--- src/rtl/sssc_defines.vh ---
/*
  Register offsets, field positions, reset values and timing counts for the
  sequencer start-up and shutdown controller.
  Assumes inclusion by its bare name from the design file.
*/
`ifndef SSSC_DEFINES_VH
`define SSSC_DEFINES_VH

// ==========================================================
// Register offsets (word index on the plain register port)
`define SSSC_OFF_RST_ID 8'h00
`define SSSC_OFF_DAC1 8'h21
`define SSSC_OFF_SEQ0 8'h6c
`define SSSC_OFF_SEQ1 8'h6d
`define SSSC_OFF_SEQ2 8'h6e
`define SSSC_OFF_SEQ3 8'h6f
`define SSSC_OFF_SEQ4 8'h70

// ==========================================================
// Field positions
`define SSSC_SEQ0_ENA_BIT 8
`define SSSC_SEQ3_ABORT_BIT 9
`define SSSC_SEQ3_LAUNCH_BIT 8
`define SSSC_SEQ4_RUN_BIT 0
`define SSSC_STEP_EOS_BIT 14

// ==========================================================
// Reset values
`define SSSC_DAC1_RST 16'h0008
`define SSSC_SEQ_RST 16'h0000
`define SSSC_DUMMY_TARGET 8'hff

// ==========================================================
// Timing
`define SSSC_CLK_HZ 25000000
`define SSSC_DELAY_UNIT_US 62.5
`define SSSC_DELAY_UNIT_CYC 1563
`define SSSC_FAST_START_MS 50
`define SSSC_SHUTDOWN_MS 350

`endif

--- src/rtl/sssc_ctrl.v ---
/*
  Sequencer start-up and shutdown controller: register file, step table,
  sequence engine, software reset and identification.
  Assumes a synchronous register port master and a 25 MHz sys_clk.
*/
`timescale 1ns/1ns
`include "sssc_defines.vh"

module sssc_ctrl #(
  // Arbitrary identification value
  parameter [15:0] DEVICE_ID = 16'h5ac3,
  parameter DELAY_UNIT_CYC = `SSSC_DELAY_UNIT_CYC,
  parameter STEPS = 64
) (
  // Clock and reset
  input wire sys_clk,
  input wire nrst,
  // Register port
  input wire [7:0] reg_addr,
  input wire [15:0] reg_wdata,
  input wire reg_wr,
  input wire reg_rd,
  output reg [15:0] reg_rdata,
  // Block state
  output reg seq_running,
  output reg [15:0] dac_control,
  output reg offset_valid,
  output reg [15:0] step_bus_data,
  output reg [7:0] step_bus_addr,
  output reg step_bus_wr
);

  // ==========================================================
  // States
  localparam [1:0] ST_IDLE = 2'd0;
  localparam [1:0] ST_LOAD = 2'd1;
  localparam [1:0] ST_WAIT = 2'd2;
  localparam [1:0] ST_EXEC = 2'd3;

  // Step word: [31:24] target, [23:20] lsb, [19:16] width,
  // [14] end, [11:8] delay, [7:0] value
  reg [31:0] step_mem [0:STEPS-1];
  reg [15:0] seq0_r;
  reg [15:0] seq1_r;
  reg [15:0] seq2_r;
  reg [15:0] seq3_r;
  reg [1:0] state_r;
  reg [5:0] idx_r;
  reg [31:0] step_r;
  reg [19:0] wait_r;
  reg sw_rst_r;
  integer i;

  wire seq_enable = seq0_r[`SSSC_SEQ0_ENA_BIT];
  wire [5:0] seq_edit_index = seq0_r[5:0];
  wire [5:0] seq_first_index = seq3_r[5:0];
  wire seq_abort = seq3_r[`SSSC_SEQ3_ABORT_BIT];
  wire wr_seq3 = reg_wr && reg_addr == `SSSC_OFF_SEQ3;

  // Default step contents; calibration step at index 17
  function [31:0] dflt_step;
    input [5:0] idx;
    begin
      case (idx)
        6'd17: dflt_step = {8'h57, 4'h0, 4'h0, 2'b00, 2'b00, 4'hf, 8'h01};
        6'd24: dflt_step = {8'h21, 4'h0, 4'h0, 2'b01, 2'b00, 4'h0, 8'h00};
        6'd36: dflt_step = {8'h05, 4'h0, 4'h0, 2'b00, 2'b00, 4'hc, 8'h00};
        6'd37: dflt_step = {8'h05, 4'h0, 4'h0, 2'b00, 2'b00, 4'h9, 8'h00};
        6'd39: dflt_step = {8'h04, 4'h0, 4'h1, 2'b01, 2'b00, 4'h0, 8'h00};
        default: dflt_step = {8'hff, 4'h0, 4'h0, 2'b00, 2'b00, 4'h3, 8'h00};
      endcase
    end
  endfunction

  // Step delays set shutdown time
  // Delay cycles: 2^delay/16 units of 62.5 us, at least one cycle
  function [19:0] delay_cycles;
    input [3:0] d;
    begin
      delay_cycles = ((20'h0_0001 << d[3:0]) >> 4) * DELAY_UNIT_CYC[19:0];
      if (delay_cycles == 20'h0_0000) begin
        delay_cycles = 20'h0_0001;
      end
    end
  endfunction

  // ==========================================================
  // Step table
  // Defaults restored on reset
  always @(posedge sys_clk or negedge nrst) begin
    if (!nrst) begin
      for (i = 0; i < STEPS; i = i + 1) begin
        step_mem[i] <= dflt_step(i[5:0]);
      end
    end else if (sw_rst_r) begin
      for (i = 0; i < STEPS; i = i + 1) begin
        step_mem[i] <= dflt_step(i[5:0]);
      end
    end else if (reg_wr && seq_enable && reg_addr == `SSSC_OFF_SEQ2) begin
      step_mem[seq_edit_index] <= {seq1_r[7:0], seq1_r[11:8], seq1_r[14:12], 1'b0,
                                   reg_wdata};
    end
  end

  // ==========================================================
  // Registers and sequence engine
  always @(posedge sys_clk or negedge nrst) begin
    if (!nrst) begin
      seq0_r <= `SSSC_SEQ_RST;
      seq1_r <= `SSSC_SEQ_RST;
      seq2_r <= `SSSC_SEQ_RST;
      seq3_r <= `SSSC_SEQ_RST;
      dac_control <= `SSSC_DAC1_RST;
      reg_rdata <= 16'h0000;
      seq_running <= 1'b0;
      offset_valid <= 1'b0;
      state_r <= ST_IDLE;
      idx_r <= 6'd0;
      step_r <= 32'h0000_0000;
      wait_r <= 20'h0_0000;
      step_bus_data <= 16'h0000;
      step_bus_addr <= 8'h00;
      step_bus_wr <= 1'b0;
      sw_rst_r <= 1'b0;
    end else begin
      step_bus_wr <= 1'b0;
      sw_rst_r <= 1'b0;
      reg_rdata <= 16'h0000;
      if (reg_rd) begin
        case (reg_addr)
          `SSSC_OFF_RST_ID: reg_rdata <= DEVICE_ID;
          `SSSC_OFF_DAC1: reg_rdata <= dac_control;
          `SSSC_OFF_SEQ0: reg_rdata <= seq0_r;
          `SSSC_OFF_SEQ1: reg_rdata <= seq1_r;
          `SSSC_OFF_SEQ2: reg_rdata <= seq2_r;
          `SSSC_OFF_SEQ3: reg_rdata <= seq3_r;
          `SSSC_OFF_SEQ4: reg_rdata <= {15'h0000, seq_running};
          default: reg_rdata <= 16'h0000;
        endcase
      end
      if (sw_rst_r) begin
        seq0_r <= `SSSC_SEQ_RST;
        seq1_r <= `SSSC_SEQ_RST;
        seq2_r <= `SSSC_SEQ_RST;
        seq3_r <= `SSSC_SEQ_RST;
        dac_control <= `SSSC_DAC1_RST;
        seq_running <= 1'b0;
        offset_valid <= 1'b0;
        state_r <= ST_IDLE;
      end else begin
        if (reg_wr) begin
          case (reg_addr)
            `SSSC_OFF_RST_ID: sw_rst_r <= 1'b1;
            `SSSC_OFF_DAC1: dac_control <= reg_wdata;
            `SSSC_OFF_SEQ0: seq0_r <= reg_wdata;
            `SSSC_OFF_SEQ1: seq1_r <= reg_wdata;
            `SSSC_OFF_SEQ2: seq2_r <= reg_wdata;
            `SSSC_OFF_SEQ3: seq3_r <= {reg_wdata[15:9], 1'b0, reg_wdata[7:0]};
            default: seq_running <= seq_running;
          endcase
        end
        case (state_r)
          ST_IDLE: begin
            if (wr_seq3 && reg_wdata[`SSSC_SEQ3_LAUNCH_BIT] && !reg_wdata[9] && seq_enable) begin
              idx_r <= reg_wdata[5:0];
              seq_running <= 1'b1;
              state_r <= ST_LOAD;
            end
          end
          ST_LOAD: begin
            step_r <= step_mem[idx_r];
            wait_r <= delay_cycles(step_mem[idx_r][11:8]);
            state_r <= ST_WAIT;
          end
          ST_WAIT: begin
            if (wait_r == 20'h0_0001) begin
              state_r <= ST_EXEC;
            end else begin
              wait_r <= wait_r - 20'h0_0001;
            end
          end
          ST_EXEC: begin
            if (step_r[31:24] != `SSSC_DUMMY_TARGET) begin
              step_bus_addr <= step_r[31:24];
              step_bus_data <= {8'h00, step_r[7:0]} << step_r[23:20];
              step_bus_wr <= 1'b1;
            end
            if (step_r[31:24] == 8'h57) begin
              offset_valid <= 1'b1;
            end
            if (step_r[`SSSC_STEP_EOS_BIT] || idx_r == STEPS - 1) begin
              seq_running <= 1'b0;
              state_r <= ST_IDLE;
            end else begin
              idx_r <= idx_r + 6'd1;
              state_r <= ST_LOAD;
            end
          end
          default: state_r <= ST_IDLE;
        endcase
        // Abort stops at once
        if (state_r != ST_IDLE && wr_seq3 && reg_wdata[9]) begin
          seq_running <= 1'b0;
          state_r <= ST_IDLE;
        end
      end
    end
  end

endmodule

--- config.mk ---
export PLATFORM = sky130hd
export DESIGN_NAME = sssc_ctrl
export DESIGN_NICKNAME = d
export VERILOG_FILES = /design/src/rtl/sssc_ctrl.v
export VERILOG_INCLUDE_DIRS = /design/src /design/src/rtl
export SDC_FILE = /design/constraint.sdc
export NUM_CORES = 2
export LEC_CHECK = 0
export BUFFER_PORTS_ARGS = -buffer_cell sky130_fd_sc_hd__buf_2
export CAP_MARGIN = 40
export CORE_UTILIZATION = 50
export DETAILED_ROUTE_END_ITERATION = 16
export GPL_ROUTABILITY_DRIVEN = 0
export PLACE_DENSITY = 0.65
export SLEW_MARGIN = 20
export SYNTH_ARGS = -nofsm -noshare
export SYNTH_HDL_FRONTEND = slang
export SYNTH_SLANG_ARGS = --single-unit
--- constraint.sdc ---
create_clock -name sys_clk -period 9.2 [get_ports sys_clk]
set_clock_uncertainty 0.15 [all_clocks]
set_input_delay 0 -clock sys_clk [delete_from_list [all_inputs] [get_ports sys_clk]]
set_output_delay 0 -clock sys_clk [all_outputs]
set_load 0.01 [all_outputs]
==> flow_summary.rst <==
.. list-table::
   :header-rows: 1

   * - Metric
     - Value
   * - I/O pin total
     - 87
   * - Met1 wire length
     - 116800 um
   * - Transition time at the pin with the least slew margin
     - 1049 ps
   * - Vias in the first global route
     - 69810
   * - Count of flip-flops with a built-in enable after synthesis
     - 0
   * - Antenna viol nets, final
     - 0
   * - HPWL Detailed
     - 182100 um
   * - Power Dens Cells
     - 215.5 nW/um2
   * - Count of TritonRoute iterations in the first routing pass
     - 7
   * - Effective utilization at floorplan
     - 50.28%
   * - Routed length per instance
     - 26.19 um
   * - DRC viols
     - 0
   * - End point of the most critical hold path
     - step_mem[964]
   * - Simple-gate area share of the yosys netlist
     - 21.97%
   * - Chip Width
     - 422.8 um
   * - Final setup viols
     - 0
   * - Area fraction in compound gates after synthesis
     - 7.943%
   * - Maximum clock frequency
     - 114.8 MHz
   * - Number of cells in the design after placement
     - 10970
   * - Total power draw
     - 21.44 mW
   * - Fin crit period
     - 8714 ps
   * - Leakage
     - 41.20 nW
   * - Most used flip-flop cell after synthesis
     - sky130_fd_sc_hd__dfrtp_1
   * - Maximum capacitance violations
     - 0
   * - Adder-cell share of the synthesized area
     - 1.585%
   * - Worst hold path startpoint
     - reg_wdata[4]
   * - Skew-Pair Late Insertion Delay
     - 870 ps
   * - Library cell used as clock root buffer
     - sky130_fd_sc_hd__clkbuf_16
   * - Vias after detailed routing
     - 70850
   * - XOR/XNOR Fraction of Synth Area
     - 0.1582%
   * - Aggregate global routing overflow
     - 0
   * - Maximum number of buffers from clock root to sink
     - 3
   * - Mean Syn Cell Area
     - 9.716 um2
   * - Largest family of logic cells by synthesized area
     - simple AND/OR/NAND/NOR gates
   * - Worst min path class
     - primary input to flip-flop
   * - Die outline height
     - 422.8 um
   * - Int Pwr
     - 14.80 mW
   * - Number of vias per cell after detailed routing
     - 6.214
   * - Async SR Flop Fraction
     - 100.0%
   * - Worst-case vdd ir drop
     - 0.2502 mV
   * - FF-to-FF setup slack
     - 490 ps
   * - Critical path data arrival time
     - 9310 ps
   * - Antenna violations before repair
     - 18
   * - Nets
     - 9016
   * - Sequential fraction of the synthesis area
     - 50.94%
   * - Count of cell types in the netlist
     - 74
   * - Count of synthesis-stage warnings from yosys
     - 0
   * - NetSw
     - 6.645 mW
   * - Most frequent standard cell in the layout excluding fill and tap cells
     - sky130_fd_sc_hd__nand2_1
   * - Summed area of non-filler cells in the final layout
     - 99500 um2
   * - Number of cell rows
     - 154
   * - Net switching fraction of the power
     - 30.99%
   * - Final worst path period share
     - 94.72%
   * - Number of register bits inferred by synthesis
     - 1772
   * - Kind of critical path
     - flip-flop to flip-flop
   * - TritonCTS clock tree
     - yes
   * - Syn nets
     - 9238
   * - Fraction of power consumed by sequential logic
     - 40.7%
   * - Met2 wire length
     - 133300 um
   * - Startpoint of the lowest-slack register-to-register path
     - idx_r[1]
   * - Core Area
     - 176100 um2
   * - Synth-to-Final Area Change
     - 12.36%
   * - Total routing usage reported by global routing
     - 33.44%
   * - Clk pwr share
     - 36.5%
   * - Detailed-route wire length
     - 298600 um
   * - Synth Instances
     - 9114
   * - Result of the run
     - finished clean
   * - Maximum net fanout on the critical path
     - 41
   * - Highest layer used for signal routing
     - met5
   * - Total Die Area
     - 178800 um2
   * - Routed met3 length
     - 32540 um
   * - Layout Cells excl Fill
     - 11400
   * - RSZ-0062 raised after global routing
     - false
   * - Cell area after synthesis
     - 88550 um2
   * - Worst R2R Path Depth
     - 24
   * - Port buffer count
     - 86
   * - Cells on Worst Hold Path
     - 4
   * - Tightest slew margin relative to the limit
     - 30.06%
   * - Clk pin slew, worst setup/hold paths
     - 60 ps
   * - Number of CTS-inserted buffers
     - 184
   * - Data required time at the worst endpoint
     - 9800 ps
   * - Count of H-tree levels built during CTS
     - 4
   * - Fraction of layout cells with a size suffix above 1
     - 21.20%
   * - Portion of netlist area occupied by mux cells
     - 13.41%
   * - Violation count after the first detailed-route iteration
     - 9254
   * - Final TNS setup
     - 0 ps
   * - Largest net degree at the start of global routing
     - 235
   * - Wire length of the first global-routing pass
     - 453500 um
   * - Final-report max-slew violation count
     - 0
   * - Fraction of power consumed by combinational cells
     - 22.7%
   * - Hold Fails Final Rpt
     - 0
   * - Critical Path End Type
     - flip-flop
   * - Setup crit start kind
     - flip-flop
   * - Instance area at placement
     - 92080 um2
   * - Clock sink total
     - 1772
   * - Layout fillers
     - 14740
   * - R2r endpoint
     - wait_r[1]
   * - Leading cell types in the layout, fill and taps excluded
     - sky130_fd_sc_hd__nand2_1, sky130_fd_sc_hd__dfrtp_1, sky130_fd_sc_hd__a21oi_1
metal layers:
layer	up-vias	track usage (%)
met5	-	0
met1	35990	45.29
met3	729	9.170
met2	3846	49.86
li1	30260	-
met4	20	16.18
metrics by stage:
step / setup slack, ps / hold WS (ps) / util, %
floorplan: 2215 / -445.6 / -
global placement: 499.2 / -111.9 / 51.52
detailed placement: 466.2 / -94.77 / 52.29
CTS: 445.1 / 8.038 / 56.22
global route: 192.1 / 57.63 / 56.49
finish: 485.6 / 47.30 / 56.50
sequential cells by signal, summed over array words and instances (netlist names), 2 cells and up:
name / cells
dac_control: 16
seq3_r: 15
state_r: 2
wait_r: 20
step_mem: 1600
step_bus_addr: 8
idx_r: 6
seq2_r: 16
step_bus_data: 16
step_r: 21
seq1_r: 16
reg_rdata: 16
seq0_r: 16
power by group through the flow:
stage / Sequential [mW] / Clock, mW / Combinational (mW)
finish: 8.73 / 7.84 / 4.87
floorplan: 8.58 / 0 / 3.42
global placement: 8.87 / 0 / 4.61
detailed placement: 8.87 / 0 / 4.74
CTS: 8.75 / 7.89 / 4.77
global route: 8.77 / 8.20 / 5.22
cells in the mapped netlist, drive strengths merged, types with 14 or more instances:
cell type	instances	area share, %
nand3	36	0.20
a22oi	35	0.30
nor2	128	0.54
mux4	500	13
o21ai	46	0.26
a31oi	20	0.14
a22o	14	0.14
mux2	33	0.42
clkbuf	718	3.0
fa	27	0.61
or3	14	0.099
buf	106	0.63
nand3b	622	5.3
dfstp	614	18
ha	69	0.97
dfrtp	1158	33
mux2i	24	0.27
and3	16	0.11
nor3	23	0.14
a21oi	1125	6.4
nand2	3536	15
inv	73	0.31
final cells by class:
| type | instances | area (um2) | share of cell area [%] |
|---|---|---|---|
| clock inverters | 62 | 760.7 | 0.7646 |
| well taps | 2340 | 2928 | 2.943 |
| clock buffers | 287 | 5574 | 5.602 |
| flip-flops and latches | 1772 | 45170 | 45.40 |
| multi-input cells | 6444 | 40280 | 40.49 |
| inverters | 74 | 277.8 | 0.2792 |
| diodes | 6 | 15.01 | 0.01509 |
| repair buffers | 416 | 4491 | 4.513 |
critical path, cell delays in order (launching register included):
cell	delay (ps)
sky130_fd_sc_hd__dfrtp_4	920
sky130_fd_sc_hd__buf_4	530
sky130_fd_sc_hd__mux4_2	360
sky130_fd_sc_hd__a211oi_1	100
sky130_fd_sc_hd__a32oi_1	200
sky130_fd_sc_hd__nand4_1	610
sky130_fd_sc_hd__or2_1	530
sky130_fd_sc_hd__or3_1	440
sky130_fd_sc_hd__inv_1	130
sky130_fd_sc_hd__ha_1	240
sky130_fd_sc_hd__ha_1	330
sky130_fd_sc_hd__ha_1	280
sky130_fd_sc_hd__inv_1	50
sky130_fd_sc_hd__fa_1	490
sky130_fd_sc_hd__inv_1	50
sky130_fd_sc_hd__fa_1	430
sky130_fd_sc_hd__ha_1	370
sky130_fd_sc_hd__a21o_1	240
sky130_fd_sc_hd__a221o_1	330
sky130_fd_sc_hd__a211oi_2	440
sky130_fd_sc_hd__a21oi_1	170
sky130_fd_sc_hd__or3_1	390
sky130_fd_sc_hd__a2bb2oi_1	230
sky130_fd_sc_hd__a41oi_1	210
sky130_fd_sc_hd__a221o_1	330
cell families after synthesis:
| logic type | after synthesis |
|---|---|
| mux | 557 |
| buf+inv | 898 |
| simple gates | 4453 |
| other cells | 2 |
| compound gates | 1320 |
| flops | 1772 |
| fa+ha+maj | 96 |
| xor+xnor | 16 |
how the worst max path moves through the flow:
stage,from,to
6_report,idx_r[1],wait_r[1]
5_1_grt,idx_r[0],wait_r[0]
4_1_cts,idx_r[0],wait_r[1]
3_5_place_dp,idx_r[0],wait_r[1]
3_3_place_gp,idx_r[0],wait_r[1]
2_1_floorplan,idx_r[0],wait_r[1]
repair_timing:
action / in CTS / in global routing
hold endpoints to repair: 1576 / 3
buffers inserted: 0 / 0
hold buffers: 56 / 1
resized for setup: 0 / 1
setup endpoints to repair: 0 / 2
Note: power is estimated with default switching activity, not from simulation.
